--- config.mk ---
export PLATFORM = sky130hd
export DESIGN_NAME = mts_sensor
export DESIGN_NICKNAME = d
export VERILOG_FILES = /design/src/core/mts_sensor.v /design/src/core/mts_sync3.v
export VERILOG_INCLUDE_DIRS = /design/src /design/src/core
export SDC_FILE = /design/constraint.sdc
export NUM_CORES = 1
export LEC_CHECK = 0
export BUFFER_PORTS_ARGS = -buffer_cell sky130_fd_sc_hd__buf_4
export CORE_MARGIN = 2
export CORE_UTILIZATION = 45
export CTS_BUF_LIST = sky130_fd_sc_hd__clkbuf_2 sky130_fd_sc_hd__clkbuf_4 sky130_fd_sc_hd__clkbuf_8
export DETAILED_ROUTE_END_ITERATION = 12
export SYNTH_ARGS = -nofsm -noshare
export SYNTH_HDL_FRONTEND = slang
export SYNTH_SLANG_ARGS = --single-unit
--- constraint.sdc ---
create_clock -name clk -period 3.84 [get_ports clk]
set_input_delay 0.768 -clock clk [delete_from_list [all_inputs] [get_ports clk]]
set_output_delay 0.768 -clock clk [all_outputs]
set_load 0.01 [all_outputs]
--- src/core/mts_map.vh ---
// Purpose: constants for the module thermal sensor slave
// Assumes: 100 MHz system clock, two-wire bus pins sampled in that domain
// Notes: included by the sensor core and the bench top level
//
// Contract
// - Temperature sampled continuously; latest reading readable anytime without request.
// - Alert is open-drain, only pulls low or releases, sensor-driven.
// - Alert has interrupt, comparator and critical-only behaviours via configuration.
// - Alert asserts when temperature above upper or below lower bound.
// - Thresholds use hysteresis held in configuration register 0x01.
// - Interrupt mode alert holds until software clears it by a write.
// - Interrupt mode raises on critical crossing and either window bound.
// - Comparator mode ignores clear; releases only when back inside thresholds.
// - Critical-only mode asserts solely above critical limit, ignores window.
// - Critical alert behaves as comparator; software clear cannot remove it.
// - Bus address upper bits fixed 0011, then three strap bits, then R/W.
// - Three straps select eight addresses, bytes 30h through 3Eh.
// - Registers at pointer 0x00 through 0x05 in documented order.
// - Reset: capability 0x0001, others 0x0000; pointer and temperature undefined.
// - Pointer write selects the 16-bit register for later transfers.
// - Pointer is write-only; reads return the selected data register.
// - Pointer is eight bits; upper four zero, lower four select.
// - Config bit 0 selects interrupt/comparator; locked while either lock set.
// - Writing 1 to config bit 5 clears pending interrupt alert.
// - Config bit 3 gates the alert output; 0 keeps it released.
// - Thresholds and temperature are two's complement.
`ifndef MTS_MAP_VH
`define MTS_MAP_VH

// ----------------------------------------
// Bus address
// ----------------------------------------
`define MTS_ADDR_PREFIX 4'h3
// ----------------------------------------
// Register selectors
// ----------------------------------------
`define MTS_SEL_FEATURE 4'h0
`define MTS_SEL_SETUP 4'h1
`define MTS_SEL_HIGH 4'h2
`define MTS_SEL_LOW 4'h3
`define MTS_SEL_CRIT 4'h4
`define MTS_SEL_READING 4'h5
// ----------------------------------------
// Reset values
// ----------------------------------------
`define MTS_FEATURE_RST 16'h0001
`define MTS_SETUP_RST 16'h0000
`define MTS_LIMIT_RST 16'h0000
// ----------------------------------------
// Configuration fields
// ----------------------------------------
`define MTS_CFG_MODE 0
`define MTS_CFG_POL 1
`define MTS_CFG_CRITONLY 2
`define MTS_CFG_OUTEN 3
`define MTS_CFG_STATUS 4
`define MTS_CFG_CLEAR 5
`define MTS_CFG_WINLOCK 6
`define MTS_CFG_CRITLOCK 7
`define MTS_CFG_SHDN 8
`define MTS_CFG_HYST_LO 9
`define MTS_CFG_HYST_HI 10
// Writable bits of configuration (status and RFU read back as hardware sets)
`define MTS_CFG_WMASK 16'h07CF
// Limit registers: bits 12:2 only
`define MTS_LIMIT_MASK 16'h1FFC
// Hysteresis in temperature LSBs (0.0625 C): 1.5, 3, 6 C
`define MTS_HYST_1 16'h0018
`define MTS_HYST_2 16'h0030
`define MTS_HYST_3 16'h0060

`endif

--- src/core/mts_sensor.v ---
// Purpose: thermal sensor slave on the two-wire management bus
// Assumes: bus pins and straps sampled in clk domain; temperature from converter port
// Notes: open-drain pins split into in/out/enable; enable high while pulling low
`timescale 1ns/1ps
`include "mts_map.vh"
module mts_sensor
(
   // System
   input wire clk,
   input wire sys_rst,
   // Two-wire bus
   input wire scl_in,
   input wire sda_in,
   output reg sda_out,
   output reg sda_oe,
   // Address straps
   input wire addr_strap_bit0,
   input wire addr_strap_bit1,
   input wire addr_strap_bit2,
   // Converter
   input wire [12:0] temp_sample,
   input wire temp_valid,
   // Alert pin
   output reg alert_out,
   output reg alert_oe
);

// ----------------------------------------
// Input conditioning
// ----------------------------------------
wire scl_s;
wire sda_s;
wire [2:0] strap_s;

mts_sync3 u_scl (.clk(clk), .sys_rst(sys_rst), .async_in(scl_in), .sync_out(scl_s));
mts_sync3 u_sda (.clk(clk), .sys_rst(sys_rst), .async_in(sda_in), .sync_out(sda_s));
mts_sync3 u_a0 (.clk(clk), .sys_rst(sys_rst), .async_in(addr_strap_bit0), .sync_out(strap_s[0]));
mts_sync3 u_a1 (.clk(clk), .sys_rst(sys_rst), .async_in(addr_strap_bit1), .sync_out(strap_s[1]));
mts_sync3 u_a2 (.clk(clk), .sys_rst(sys_rst), .async_in(addr_strap_bit2), .sync_out(strap_s[2]));

reg scl_d_reg;
reg sda_d_reg;
wire scl_rise = scl_s & ~scl_d_reg;
wire scl_fall = ~scl_s & scl_d_reg;
wire start_cond = scl_s & scl_d_reg & sda_d_reg & ~sda_s;
wire stop_cond = scl_s & scl_d_reg & ~sda_d_reg & sda_s;

// ----------------------------------------
// Registers
// ----------------------------------------
reg [15:0] setup_reg;
reg [15:0] high_reg;
reg [15:0] low_reg;
reg [15:0] crit_reg;
reg [15:0] reading_reg;
reg [3:0] sel_reg;
reg sel_bad_reg;
reg event_reg;
reg above_reg;
reg below_reg;
reg crit_hit_reg;

// ----------------------------------------
// Bus engine
// ----------------------------------------
localparam ST_IDLE = 3'h0;
localparam ST_ADDR = 3'h1;
localparam ST_AACK = 3'h2;
localparam ST_WBYTE = 3'h3;
localparam ST_WACK = 3'h4;
localparam ST_RBYTE = 3'h5;
localparam ST_RACK = 3'h6;

reg [2:0] state_reg;
reg [3:0] bit_reg;
reg [7:0] shift_reg;
reg rd_reg;
reg [1:0] wcount_reg;
reg [7:0] wmsb_reg;
reg rsecond_reg;
reg [15:0] rdata_reg;

wire addr_match = (shift_reg[7:4] == `MTS_ADDR_PREFIX) && (shift_reg[3:1] == strap_s);

// Selected register read value
reg [15:0] sel_data;
always @*
begin
   sel_data = 16'h0000;
   if (!sel_bad_reg)
   begin
      case (sel_reg)
         `MTS_SEL_FEATURE: sel_data = `MTS_FEATURE_RST;
         `MTS_SEL_SETUP: sel_data = {setup_reg[15:5], event_reg, setup_reg[3:0]};
         `MTS_SEL_HIGH: sel_data = high_reg;
         `MTS_SEL_LOW: sel_data = low_reg;
         `MTS_SEL_CRIT: sel_data = crit_reg;
         `MTS_SEL_READING: sel_data = {crit_hit_reg, above_reg, below_reg, reading_reg[12:0]};
         default: sel_data = 16'h0000;
      endcase
   end
end

wire locked = setup_reg[`MTS_CFG_WINLOCK] | setup_reg[`MTS_CFG_CRITLOCK];
wire [15:0] wword = {wmsb_reg, shift_reg};
wire word_done = (state_reg == ST_WBYTE) && scl_fall && (bit_reg == 4'h8) && (wcount_reg == 2'h2);
wire clear_req = word_done && !sel_bad_reg && (sel_reg == `MTS_SEL_SETUP) && wword[`MTS_CFG_CLEAR];

always @(posedge clk or posedge sys_rst)
begin
   if (sys_rst)
   begin
      scl_d_reg <= 1'b1;
      sda_d_reg <= 1'b1;
      state_reg <= ST_IDLE;
      bit_reg <= 4'h0;
      shift_reg <= 8'h00;
      rd_reg <= 1'b0;
      wcount_reg <= 2'h0;
      wmsb_reg <= 8'h00;
      rsecond_reg <= 1'b0;
      rdata_reg <= 16'h0000;
      sda_out <= 1'b0;
      sda_oe <= 1'b0;
      sel_reg <= 4'h0;
      sel_bad_reg <= 1'b0;
      setup_reg <= `MTS_SETUP_RST;
      high_reg <= `MTS_LIMIT_RST;
      low_reg <= `MTS_LIMIT_RST;
      crit_reg <= `MTS_LIMIT_RST;
   end
   else
   begin
      scl_d_reg <= scl_s;
      sda_d_reg <= sda_s;
      if (start_cond)
      begin
         state_reg <= ST_ADDR;
         bit_reg <= 4'h0;
         sda_oe <= 1'b0;
      end
      else if (stop_cond)
      begin
         state_reg <= ST_IDLE;
         sda_oe <= 1'b0;
      end
      else
      begin
         case (state_reg)
            ST_IDLE:
            begin
               sda_oe <= 1'b0;
            end
            ST_ADDR, ST_WBYTE:
            begin
               if (scl_rise)
               begin
                  shift_reg <= {shift_reg[6:0], sda_s};
                  bit_reg <= bit_reg + 4'h1;
               end
               else if (scl_fall && bit_reg == 4'h8)
               begin
                  bit_reg <= 4'h0;
                  if (state_reg == ST_ADDR)
                  begin
                     if (addr_match)
                     begin
                        rd_reg <= shift_reg[0];
                        wcount_reg <= 2'h0;
                        rsecond_reg <= 1'b0;
                        rdata_reg <= sel_data;
                        sda_oe <= 1'b1;
                        state_reg <= ST_AACK;
                     end
                     else
                        state_reg <= ST_IDLE;
                  end
                  else
                  begin
                     sda_oe <= 1'b1;
                     state_reg <= ST_WACK;
                     if (wcount_reg == 2'h0)
                     begin
                        sel_reg <= shift_reg[3:0];
                        sel_bad_reg <= (shift_reg[7:4] != 4'h0) || (shift_reg[3:0] > `MTS_SEL_READING);
                        wcount_reg <= 2'h1;
                     end
                     else if (wcount_reg == 2'h1)
                     begin
                        wmsb_reg <= shift_reg;
                        wcount_reg <= 2'h2;
                     end
                     else
                     begin
                        wcount_reg <= 2'h1;
                        if (!sel_bad_reg)
                        begin
                           case (sel_reg)
                              `MTS_SEL_SETUP:
                              begin
                                 setup_reg <= wword & `MTS_CFG_WMASK;
                                 if (locked)
                                 begin
                                    setup_reg[`MTS_CFG_MODE] <= setup_reg[`MTS_CFG_MODE];
                                    setup_reg[`MTS_CFG_POL] <= setup_reg[`MTS_CFG_POL];
                                 end
                              end
                              `MTS_SEL_HIGH:
                                 if (!setup_reg[`MTS_CFG_WINLOCK])
                                    high_reg <= wword & `MTS_LIMIT_MASK;
                              `MTS_SEL_LOW:
                                 if (!setup_reg[`MTS_CFG_WINLOCK])
                                    low_reg <= wword & `MTS_LIMIT_MASK;
                              `MTS_SEL_CRIT:
                                 if (!setup_reg[`MTS_CFG_CRITLOCK])
                                    crit_reg <= wword & `MTS_LIMIT_MASK;
                              default:
                              begin
                              end
                           endcase
                        end
                     end
                  end
               end
            end
            ST_AACK:
            begin
               sda_out <= 1'b0;
               if (scl_fall)
               begin
                  if (rd_reg)
                  begin
                     sda_oe <= ~rdata_reg[15];
                     shift_reg <= rdata_reg[15:8];
                     bit_reg <= 4'h1;
                     state_reg <= ST_RBYTE;
                  end
                  else
                  begin
                     sda_oe <= 1'b0;
                     state_reg <= ST_WBYTE;
                  end
               end
            end
            ST_WACK:
            begin
               if (scl_fall)
               begin
                  sda_oe <= 1'b0;
                  state_reg <= ST_WBYTE;
               end
            end
            ST_RBYTE:
            begin
               if (scl_fall)
               begin
                  if (bit_reg == 4'h8)
                  begin
                     sda_oe <= 1'b0;
                     state_reg <= ST_RACK;
                  end
                  else
                  begin
                     sda_oe <= ~shift_reg[3'h7 - bit_reg[2:0]];
                     bit_reg <= bit_reg + 4'h1;
                  end
               end
            end
            ST_RACK:
            begin
               if (scl_rise)
                  rd_reg <= ~sda_s;
               else if (scl_fall)
               begin
                  if (rd_reg)
                  begin
                     rsecond_reg <= ~rsecond_reg;
                     shift_reg <= rsecond_reg ? sel_data[15:8] : rdata_reg[7:0];
                     if (rsecond_reg)
                        rdata_reg <= sel_data;
                     sda_oe <= rsecond_reg ? ~sel_data[15] : ~rdata_reg[7];
                     bit_reg <= 4'h1;
                     state_reg <= ST_RBYTE;
                  end
                  else
                     state_reg <= ST_IDLE;
               end
            end
            default:
               state_reg <= ST_IDLE;
         endcase
      end
   end
end

// ----------------------------------------
// Monitoring and alert
// ----------------------------------------
// Hysteresis widened to temperature LSBs; limits share the 0.0625 C scale
reg [15:0] hyst;
always @*
begin
   case (setup_reg[`MTS_CFG_HYST_HI:`MTS_CFG_HYST_LO])
      2'h1: hyst = `MTS_HYST_1;
      2'h2: hyst = `MTS_HYST_2;
      2'h3: hyst = `MTS_HYST_3;
      default: hyst = 16'h0000;
   endcase
end

// Sign-extend 13-bit fields to 16 bits for signed compare
wire signed [15:0] t_s = {{3{reading_reg[12]}}, reading_reg[12:0]};
wire signed [15:0] hi_s = {{3{high_reg[12]}}, high_reg[12:0]};
wire signed [15:0] lo_s = {{3{low_reg[12]}}, low_reg[12:0]};
wire signed [15:0] cr_s = {{3{crit_reg[12]}}, crit_reg[12:0]};
wire signed [15:0] hy_s = hyst;

wire above_next = above_reg ? (t_s >= hi_s - hy_s) : (t_s > hi_s);
wire below_next = below_reg ? (t_s <= lo_s) : (t_s < lo_s - hy_s);
wire crit_next = crit_hit_reg ? (t_s >= cr_s - hy_s) : (t_s > cr_s);
wire int_mode = setup_reg[`MTS_CFG_MODE];
wire crit_only = setup_reg[`MTS_CFG_CRITONLY];
wire win_cond = ~crit_only & (above_next | below_next);
wire new_trip = (win_cond & ~(~crit_only & (above_reg | below_reg))) | (crit_next & ~crit_hit_reg);
wire alert_drive = setup_reg[`MTS_CFG_OUTEN] & (event_reg ^ setup_reg[`MTS_CFG_POL]);

always @(posedge clk or posedge sys_rst)
begin
   if (sys_rst)
   begin
      reading_reg <= 16'h0000;
      above_reg <= 1'b0;
      below_reg <= 1'b0;
      crit_hit_reg <= 1'b0;
      event_reg <= 1'b0;
      alert_out <= 1'b0;
      alert_oe <= 1'b0;
   end
   else
   begin
      if (temp_valid && !setup_reg[`MTS_CFG_SHDN])
         reading_reg <= {3'h0, temp_sample};
      above_reg <= above_next;
      below_reg <= below_next;
      crit_hit_reg <= crit_next;
      if (crit_next)
         event_reg <= 1'b1;
      else if (!int_mode)
         event_reg <= win_cond;
      else if (new_trip)
         event_reg <= 1'b1;
      else if (clear_req)
         event_reg <= 1'b0;
      alert_out <= 1'b0;
      alert_oe <= alert_drive;
   end
end

endmodule

--- src/core/mts_sync3.v ---
// Purpose: three-stage synchroniser with agreement filter
// Assumes: input asynchronous to clk
// Notes: output changes only when stages two and three agree
`timescale 1ns/1ps
module mts_sync3
(
   // System
   input wire clk,
   input wire sys_rst,
   // Data
   input wire async_in,
   output reg sync_out
);

reg s1_reg;
reg s2_reg;
reg s3_reg;

always @(posedge clk or posedge sys_rst)
begin
   if (sys_rst)
   begin
      s1_reg <= 1'b1;
      s2_reg <= 1'b1;
      s3_reg <= 1'b1;
      sync_out <= 1'b1;
   end
   else
   begin
      s1_reg <= async_in;
      s2_reg <= s1_reg;
      s3_reg <= s2_reg;
      if (s2_reg == s3_reg)
         sync_out <= s3_reg;
   end
end

endmodule

==> insert_results.sql, run 1 <==
INSERT INTO impl_metrics (metric_group, metric, value, unit) VALUES
('run_status', 'status', 'completed', ''),
('route', 'detail-route-antenna-nets', '0', ''),
('logic_synthesis', 'area_share_of_and_or_nand_nor_cells_after_synthesis', '13.8', '%'),
('critical_path', 'worst_setup_path_startpoint', 'setup_reg[10]', ''),
('logic_synthesis', 'combined_area_of_all_synthesized_cells', '8280', 'µm²'),
('layout', 'final_area', '9470', 'µm²'),
('floorplanning', 'ios', '25', ''),
('floorplanning', 'floorplan.die_area', '19500', 'µm²'),
('logic_synthesis', 'dominant_combinational_cell_family_by_area_after_synthesis', 'compound AO/OA/AOI/OAI gates', ''),
('placed_design', 'dp_hpwl', '17.8', 'mm'),
('route', 'wl', '24.4', 'mm'),
('layout', 'flip_flop_count_of_the_largest_register_after_layout', '16', ''),
('flow_run', 'max-cap-violations', '0', ''),
('critical_path', 'worstSetupPathType', 'reg -> reg', ''),
('floorplanning', 'initial_core_util', '46.0', '%'),
('layout', 'most_common_cell_after_layout_fill_and_taps_aside', 'dfrtp_1', ''),
('clock_tree', 'clkSinkCount', '128', ''),
('pwr', 'max-vdd-ir-drop', '355', 'µV'),
('layout', 'area_growth', '14.3', '%'),
('sta', 'slew-limit-headroom', '25.5', '%'),
('logic_synthesis', 'post_synth.cell_area_avg', '9.76', 'µm²'),
('logic_synthesis', 'mux_share_of_post_synthesis_cell_area', '8.47', '%'),
('placed_design', 'pre_cts_slack', '-145', 'ps'),
('placed_design', 'portBuffers', '22', ''),
('logic_synthesis', 'compound_gate_portion_of_the_synthesized_area', '17.3', '%'),
('global_route', 'use_met1', '33.1', '%'),
('layout', 'layout.filler_cells', '1652', ''),
('placed_design', 'placement.cell_area', '8820', 'µm²'),
('global_route', 'pin_count_of_the_biggest_net_entering_global_routing', '129', ''),
('layout', 'post_route_cells_drive_above_1_share', '22.6', '%'),
('layout', 'diodes', '0', ''),
('critical_path', 'crit_path_top_delay_cell', 'dfrtp_1', ''),
('logic_synthesis', 'post_synth_fa_ha_maj_area_fraction', '13.9', '%'),
('sta', 'setup_ws', '67.4', 'ps'),
('sta', 'worstMarginPinSlew', '1120', 'ps'),
('critical_path', 'critical_path.max_stage_delay', '410', 'ps'),
('global_route', 'grtUsageTotal', '25.5', '%'),
('sta', 'slew_viol_final', '0', ''),
('placed_design', 'globalplace.congestion', '0.955', ''),
('sta', 'finalCritPeriodShare', '98.2', '%'),
('global_route', 'via_count_of_the_first_global_routing_pass', '6839', ''),
('sta', 'hold_viol_final', '0', ''),
('sta', 'finalHoldWorstSlack', '357', 'ps'),
('pwr', 'power', '3.68', 'mW'),
('global_route', 'initial_antenna_violation_count', '0', ''),
('global_route', 'grt.met2_usage', '41.4', '%'),
('clock_tree', 'number_of_buffers_created_by_cts', '17', ''),
('route', 'detail_route.first_pass.iterations', '5', ''),
('worst_hold_path', 'hold_class', 'reg -> reg', ''),
('logic_synthesis', 'synthesis.instances', '849', ''),
('logic_synthesis', 'async_flop_share', '100', '%'),
('sta', 'post-route-min-period', '3770', 'ps'),
('floorplanning', 'die_width', '140', 'µm'),
('logic_synthesis', 'ys_types', '72', ''),
('critical_path', 'max_fo_critical_path', '4', ''),
('route', 'drc', '0', ''),
('route', 'detail_route.iter0.violations', '430', ''),
('critical_path', 'worst_setup_path_start_kind', 'flip-flop', ''),
('critical_path', 'critPathTopFamily', 'compound AO/OA/AOI/OAI gates', ''),
('global_route', 'grt.met3_usage', '5.02', '%'),
('clock_tree', 'cts.hold.buffers_added', '0', ''),
('worst_hold_path', 'hold_path.startpoint', 'u_a2.s1_reg', ''),
('floorplanning', 'num_rows', '49', ''),
('critical_path', 'critical_path.cell_chain', 'buf_6 -> ha_4 -> buf_6 -> ha_4 -> nor2b_1 -> o21ai_1 -> nand2b_1 -> a21boi_1 -> buf_4 -> nand3_4 -> xnor2_2 -> ha_1 -> a211oi_2 -> o41ai_2 -> or3_1 -> o211a_1 -> a211o_1', ''),
('logic_synthesis', 'yosys_warnings', '0', ''),
('clock_tree', 'buffers_from_clock_root_to_sink_at_most', '2', ''),
('clock_tree', 'h-tree-depth', '4', ''),
('logic_synthesis', 'synth_xor_xnor_area_share', '2.85', '%'),
('logic_synthesis', 'yosysSeqAreaShare', '39.0', '%'),
('logic_synthesis', 'synth_edf_count', '0', ''),
('pwr', 'power_per_cell_area', '389', 'nW/µm²');
[path summary, 6_finish.rpt]
check,endpoint,slack (ps),depth (start not counted)
worst max-delay path,event_reg,70,17
worst min-delay path,u_a2.s2_reg,360,0
worst max register to register,event_reg,70,17
worst min register to register,u_a2.s2_reg,360,0
max in group asynchronous,alert_oe,2810,3
min in group asynchronous,rdata_reg[1],520,3
[report_power, final]
part | internal [mW] | switching [mW] | leakage (nW)
sequential | 1.45 | 0.171 | 1.66
clock | 0.663 | 0.630 | 0.220
combinational | 0.321 | 0.439 | 2.09
total | 2.44 | 1.24 | 3.97
[layout make-up]
class                           instances  area, µm²  area share (%)
Timing Repair Buffer                   57        448            4.73
Clock inverter                         15        196            2.08
Multi-Input combinational cell        626       4840            51.2
Sequential cell                       128       3230            34.1
Clock buffer                           17        234            2.47
Inverter                               59        225            2.38
Tap cell                              229        287            3.03
[through the flow]
stage	cells	util [%]
2_1_floorplan	850	-
3_3_place_gp	1093	49.0
3_5_place_dp	1093	49.0
4_1_cts	1128	51.7
5_1_grt	1131	52.5
6_report	1131	52.5
[Yosys cell counts, types with 17 or more instances]
| master | instances | area (µm²) |
|---|---|---|
| a22oi_1 | 18 | 135 |
| nor2b_1 | 22 | 138 |
| a21oi_1 | 54 | 270 |
| mux2_2 | 42 | 473 |
| dfstp_2 | 22 | 578 |
| ha_1 | 83 | 1040 |
| clkbuf_1 | 28 | 105 |
| nand3_1 | 17 | 85.1 |
| dfrtp_1 | 106 | 2650 |
| nand2_1 | 80 | 300 |
| nor2_1 | 39 | 146 |
| xnor2_1 | 19 | 166 |
| o21ai_0 | 70 | 350 |
| inv_1 | 59 | 221 |
[routing by layer]
layer,vias to the layer above,share of wire (%),wire [µm]
met5,-,0,0
met4,0,4.0,967
met3,60,5.8,1410
met2,238,47,11600
met1,3319,43,10400
li1,3146,-,-
[cell families after synthesis]
family | Yosys count
other | 1
XOR/XNOR | 27
buffers and inverters | 96
flip-flops | 128
multiplexers | 59
AND/OR/NAND/NOR | 222
AO/OA/AOI/OAI | 225
adder cells (fa/ha/maj) | 91
[repair_timing]
| item | 4_1_cts | 5_1_grt |
|---|---|---|
| cloned | 0 | 0 |
| buffers inserted | 3 | 3 |
| gates resized for setup | 14 | 26 |
| pin swaps | 7 | 18 |
| endpoints found under the setup margin | 1 | 2 |
(Power assumes the default switching activity.)
==> run 2: changes to the inputs <==
--- a/config.mk
+++ b/config.mk
@@ -6,11 +6,11 @@
 export SDC_FILE = /design/constraint.sdc
 export NUM_CORES = 1
 export LEC_CHECK = 0
-export BUFFER_PORTS_ARGS = -buffer_cell sky130_fd_sc_hd__buf_4
 export CORE_MARGIN = 2
 export CORE_UTILIZATION = 45
 export CTS_BUF_LIST = sky130_fd_sc_hd__clkbuf_2 sky130_fd_sc_hd__clkbuf_4 sky130_fd_sc_hd__clkbuf_8
 export DETAILED_ROUTE_END_ITERATION = 12
+export DONT_BUFFER_PORTS = 1
 export SYNTH_ARGS = -nofsm -noshare
 export SYNTH_HDL_FRONTEND = slang
 export SYNTH_SLANG_ARGS = --single-unit
==> run 2 against run 1 <==
  * Clock power is 13% lower
  * Global-route usage grew 0.19 points
  * Largest power group unchanged
  * Worst hold slack lost 110 ps
  * Largest cell class unchanged
  * Combinational power is 11% lower
  * Register-to-register slack barely moved
  * Clock skew shrank 9.2 ps
==> insert_results.sql, run 2 (synthesized netlist as in run 1, its figures left out) <==
INSERT INTO impl_metrics (metric_group, metric, value, unit) VALUES
('run_status', 'status', 'completed', ''),
('global_route', 'via_count_of_the_first_global_routing_pass', '6748', ''),
('floorplanning', 'die_height', '140', 'µm'),
('clock_tree', 'cts.hold.buffers_added', '0', ''),
('floorplanning', 'num_rows', '49', ''),
('route', 'detail_route.first_pass.iterations', '5', ''),
('critical_path', 'critical_path.max_stage_delay', '410', 'ps'),
('placed_design', 'globalplace.congestion', '0.921', ''),
('layout', 'diodes', '0', ''),
('worst_hold_path', 'hold_class', 'in -> async', ''),
('critical_path', 'critical_path.cell_chain', 'inv_1 -> ha_2 -> ha_2 -> inv_1 -> fa_2 -> a21o_1 -> a21oi_2 -> nand2_1 -> nor3_2 -> xnor2_1 -> ha_1 -> a21o_1 -> a2111o_1 -> a2111oi_4 -> a21oi_2 -> a2111oi_2 -> a211o_1', ''),
('floorplanning', 'ios', '25', ''),
('critical_path', 'required', '4240', 'ps'),
('flow_run', 'max-cap-violations', '0', ''),
('layout', 'flip_flop_count_of_the_largest_register_after_layout', '16', ''),
('critical_path', 'crit_arrival', '4180', 'ps'),
('clock_tree', 'h-tree-depth', '4', ''),
('floorplanning', 'core_region_area', '18000', 'µm²'),
('critical_path', 'worstSetupPathType', 'reg -> reg', ''),
('placed_design', 'portBuffers', '0', ''),
('sta', 'slew-limit-headroom', '28.9', '%'),
('clock_tree', 'clock_latency', '470', 'ps'),
('route', 'detail_route.vias_per_cell', '6.04', ''),
('critical_path', 'worstSetupEndpointType', 'flip-flop', ''),
('route', 'route.vias.total', '6697', ''),
('sta', 'grt_setup_unrepaired', 'yes', ''),
('floorplanning', 'die_width', '140', 'µm'),
('clock_tree', 'clkSinkCount', '128', ''),
('sta', 'finalCritPeriodShare', '98.6', '%'),
('route', 'detail_route.iter0.violations', '612', ''),
('global_route', 'grt_first_pass_wirelength', '38.5', 'mm'),
('route', 'wl', '24.4', 'mm'),
('layout', 'layout.filler_cells', '1688', ''),
('clock_tree', 'number_of_buffers_created_by_cts', '17', ''),
('critical_path', 'worst_setup_path_start_kind', 'flip-flop', ''),
('critical_path', 'worstPathBufferInverterCount', '2', ''),
('global_route', 'grtUsageTotal', '25.7', '%'),
('clock_tree', 'clk_transition_reported_paths', '90', 'ps'),
('clock_tree', 'buffers_from_clock_root_to_sink_at_most', '2', ''),
('route', 'post_drt_wl_per_cell', '22.0', 'µm'),
('sta', 'hold_viol_final', '0', ''),
('layout', 'final_cell_mix', 'dfrtp_1, ha_1, nand2_1, o21ai_0, inv_1', ''),
('sta', 'slew_viol_final', '0', ''),
('clock_tree', 'cts_tree', 'yes', ''),
('global_route', 'overall_overflow_remaining_after_global_route', '0', ''),
('global_route', 'initial_antenna_violation_count', '0', ''),
('critical_path', 'critPathTopFamily', 'compound AO/OA/AOI/OAI gates', ''),
('global_route', 'pin_count_of_the_biggest_net_entering_global_routing', '53', ''),
('sta', 'worstMarginPinSlew', '1060', 'ps'),
('route', 'detail-route-antenna-nets', '0', ''),
('sta', 'post-route-min-period', '3780', 'ps'),
('critical_path', 'crit_path_top_delay_cell', 'a2111o_1', ''),
('floorplanning', 'initial_core_util', '46.0', '%'),
('placed_design', 'numPlacedInstances', '1072', ''),
('layout', 'layout.nets', '974', ''),
('sta', 'timing.fmax', '264', 'MHz'),
('layout', 'most_common_cell_after_layout_fill_and_taps_aside', 'dfrtp_1', ''),
('placed_design', 'dp_hpwl', '17.9', 'mm'),
('sta', 'fin_worst_skew', '12.1', 'ps'),
('sta', 'timing.final.setup_violations', '0', ''),
('critical_path', 'max_fo_critical_path', '2', ''),
('layout', 'post_route_cells_drive_above_1_share', '19.3', '%'),
('layout', 'area_growth', '10.5', '%'),
('floorplanning', 'floorplan.die_area', '19500', 'µm²'),
('pwr', 'power.leakage', '3.82', 'nW'),
('clock_tree', 'clock_root_buffer', 'clkbuf_8', ''),
('layout', 'fin_cells', '1109', ''),
('critical_path', 'reg2reg_slack', '60', 'ps'),
('pwr', 'max-vdd-ir-drop', '219', 'µV'),
('route', 'drc', '0', ''),
('pwr', 'power_per_cell_area', '379', 'nW/µm²'),
('pwr', 'power', '3.47', 'mW');
run 2: power breakdown:
part	switching (mW)	total, mW	internal, mW
logic	0.385	0.675	0.290
clock network	0.645	1.12	0.477
registers	0.217	1.67	1.45
total	1.25	3.47	2.22
run 2: layout make-up:
type / instances / area (µm²) / share of cell area (%)
multi-input cells: 626 / 4780 / 52.2
inverters: 59 / 225 / 2.46
clock buffers: 17 / 234 / 2.56
well taps: 229 / 287 / 3.13
flip-flops and latches: 128 / 3230 / 35.3
clock inverters: 15 / 135 / 1.48
repair buffers: 35 / 263 / 2.87
run 2: timing repair:
action                     4_1_cts  5_1_grt
resized for setup                8       18
setup endpoints to repair        1        2
setup buffers                    5        0
pin swaps                        3        7
run 2: worst paths after layout:
| check | to | cells past startpoint | from |
|---|---|---|---|
| max in group asynchronous | reading_reg[1] | 2 | sys_rst |
| worst max-delay path | event_reg | 17 | setup_reg[10] |
| worst min register to register | u_a1.s2_reg | 0 | u_a1.s1_reg |
| worst min-delay path | rdata_reg[0] | 1 | sys_rst |
| min in group clk | u_a0.s1_reg | 0 | addr_strap_bit0 |
| worst max register to register | event_reg | 17 | setup_reg[10] |
run 2: layer usage:
metal,track usage [%],vias to the layer above,wire (µm)
met5,0,-,0
met1,35.0,3292,10600
met3,5.09,58,1470
li1,-,3095,-
met4,8.53,0,677
met2,41.3,252,11600
run 2: metrics by stage:
| stage | hold slack (ps) | instance area (µm²) | worst slack, ps | setup TNS, ps | util [%] |
|---|---|---|---|---|---|
| 3_3_place_gp | 346 | 8650 | 14.7 | 0 | 48.0 |
| 5_1_grt | 257 | 9150 | -110 | -135 | 50.8 |
| 2_1_floorplan | 345 | 8300 | 61.0 | 0 | - |
| 6_report | 243 | 9150 | 55.4 | 0 | 50.8 |
| 4_1_cts | 253 | 9100 | 7.33 | 0 | 50.5 |
| 3_5_place_dp | 347 | 8650 | -193 | -193 | 48.0 |
==> run 3: changes to the inputs <==
==> constraint.sdc (replaced) <==
create_clock -name clk -period 3.5 [get_ports clk]
set_input_delay 0.7 -clock clk [delete_from_list [all_inputs] [get_ports clk]]
set_output_delay 0.7 -clock clk [all_outputs]
set_load 0.01 [all_outputs]
==> run 3 against run 2 <==
  * The run now ends with negative setup slack left
  * Combinational power is 17% higher
  * Cell area rose by 2.6%
  * Final cell count rose by 1.4%
==> insert_results.sql, run 3 (synthesized netlist as in run 1, its figures left out) <==
INSERT INTO impl_metrics (metric_group, metric, value, unit) VALUES
('sta', 'slew_viol_final', '0', ''),
('layout', 'flip_flop_count_of_the_largest_register_after_layout', '16', ''),
('clock_tree', 'clock_latency', '460', 'ps'),
('floorplanning', 'num_rows', '49', ''),
('layout', 'final_core_util', '52.1', '%'),
('pwr', 'power.leakage', '3.93', 'nW'),
('clock_tree', 'clk_transition_reported_paths', '80', 'ps'),
('clock_tree', 'cts_tree', 'yes', ''),
('pwr', 'power', '3.99', 'mW'),
('critical_path', 'crit-reg2reg-launch', 'setup_reg[10]', ''),
('global_route', 'overall_overflow_remaining_after_global_route', '0', ''),
('critical_path', 'worst_setup_path_start_kind', 'flip-flop', ''),
('critical_path', 'worstSetupEndpointType', 'flip-flop', ''),
('critical_path', 'max_fo_critical_path', '4', ''),
('clock_tree', 'clock_root_buffer', 'clkbuf_8', ''),
('clock_tree', 'buffers_from_clock_root_to_sink_at_most', '2', ''),
('sta', 'setup_ws', '-146', 'ps'),
('sta', 'timing.fmax', '274', 'MHz'),
('placed_design', 'pre_cts_slack', '-348', 'ps'),
('route', 'detail_route.iter0.violations', '584', ''),
('sta', 'fin_setup_tns', '-146', 'ps'),
('global_route', 'grt_first_pass_wirelength', '39.0', 'mm'),
('layout', 'diodes', '0', ''),
('run_status', 'status', 'complete, but fails checks', ''),
('layout', 'layout.nets', '990', ''),
('floorplanning', 'die_height', '140', 'µm'),
('sta', 'post-route-min-period', '3650', 'ps'),
('floorplanning', 'ios', '25', ''),
('layout', 'area_growth', '13.4', '%'),
('critical_path', 'crit_arrival', '3990', 'ps'),
('sta', 'hold_viol_final', '0', ''),
('placed_design', 'dp_hpwl', '18.2', 'mm'),
('worst_hold_path', 'hold_class', 'in -> reg', ''),
('layout', 'layout.filler_cells', '1634', ''),
('placed_design', 'globalplace.congestion', '0.929', ''),
('worst_hold_path', 'hold_path.startpoint', 'scl_in', ''),
('clock_tree', 'h-tree-depth', '4', ''),
('sta', 'fin_worst_skew', '9.39', 'ps'),
('layout', 'fin_cells', '1125', ''),
('route', 'drc', '0', ''),
('floorplanning', 'core_region_area', '18000', 'µm²'),
('route', 'detail_route.first_pass.iterations', '6', ''),
('layout', 'final_cell_mix', 'dfrtp_1, ha_1, nand2_1, o21ai_0, inv_1', ''),
('placed_design', 'placement.cell_area', '8830', 'µm²'),
('global_route', 'via_count_of_the_first_global_routing_pass', '6779', ''),
('sta', 'worstMarginPinSlew', '847', 'ps'),
('route', 'detail-route-antenna-nets', '0', ''),
('sta', 'finalHoldWorstSlack', '230', 'ps'),
('sta', 'finalCritPeriodShare', '104', '%'),
('sta', 'slew-limit-headroom', '43.4', '%'),
('critical_path', 'required', '3840', 'ps'),
('route', 'detail_route.vias_per_cell', '6.00', ''),
('floorplanning', 'die_width', '140', 'µm'),
('critical_path', 'worst_setup_path_startpoint', 'setup_reg[10]', ''),
('route', 'route.vias.total', '6753', ''),
('critical_path', 'worstSetupPathType', 'reg -> reg', ''),
('global_route', 'grtUsageTotal', '26.1', '%'),
('route', 'wl', '24.9', 'mm'),
('pwr', 'max-vdd-ir-drop', '231', 'µV'),
('flow_run', 'max-cap-violations', '0', ''),
('run_status', 'violated_checks', 'negative setup slack', ''),
('clock_tree', 'clkSinkCount', '128', ''),
('clock_tree', 'number_of_buffers_created_by_cts', '17', ''),
('global_route', 'pin_count_of_the_biggest_net_entering_global_routing', '48', ''),
('layout', 'post_route_cells_drive_above_1_share', '21.4', '%'),
('route', 'post_drt_wl_per_cell', '22.1', 'µm'),
('layout', 'final_area', '9390', 'µm²'),
('placed_design', 'portBuffers', '0', ''),
('sta', 'timing.final.setup_violations', '1', ''),
('global_route', 'initial_antenna_violation_count', '0', ''),
('pwr', 'power_per_cell_area', '425', 'nW/µm²'),
('placed_design', 'numPlacedInstances', '1087', ''),
('layout', 'most_common_cell_after_layout_fill_and_taps_aside', 'dfrtp_1', ''),
('sta', 'grt_setup_unrepaired', 'yes', ''),
('floorplanning', 'initial_core_util', '46.0', '%'),
('floorplanning', 'floorplan.die_area', '19500', 'µm²');
[run 3: path summary, 6_finish.rpt]
check                      slack, ps  depth (start not counted)            end
max in group asynchronous       2470                          2    u_a0.s2_reg
max                             -150                         16      event_reg
min                              230                          0   u_scl.s1_reg
min in group asynchronous        260                          1  wcount_reg[1]
min reg2reg                      360                          0   u_sda.s2_reg
max reg2reg                     -150                         16      event_reg
[run 3: power by group]
part           internal, mW  switching, mW
combinational         0.327          0.460
clock                 0.725          0.679
sequential             1.60          0.208
total                  2.65           1.35
[run 3: cell type report]
class                           count  area, µm²  area share (%)
Clock buffer                       18        241            2.57
Clock inverter                     14        175            1.87
Inverter                           59        225            2.40
Multi-Input combinational cell    626       4820            51.3
Sequential cell                   128       3230            34.4
Tap cell                          229        287            3.05
Timing Repair Buffer               51        408            4.34
[run 3: critical path, cell delays in order, from the launching register on]
cell and delay, ps:
dfrtp_2 420, inv_2 70, ha_4 170, buf_4 150
ha_1 210, fa_2 350, nor2b_1 110, o21ai_0 110
and3_1 220, xnor2_1 130, ha_1 300, a21o_1 190
a211oi_2 270, o41ai_1 110, or3_1 310, o211a_1 160
a211o_1 260
[run 3: layer usage]
layer	track usage, %	part of all wire [%]
met1	35.8	46
met2	41.7	46
met3	5.26	5.7
met4	8.21	2.4
met5	0	0
[run 3: what timing repair did]
action,CTS,global route
pin swaps,13,10
hold buffers,0,0
hold endpoints to repair,0,0
gates resized for setup,13,12
buffers inserted,6,0
gates cloned,0,0
endpoints found under the setup margin,2,3
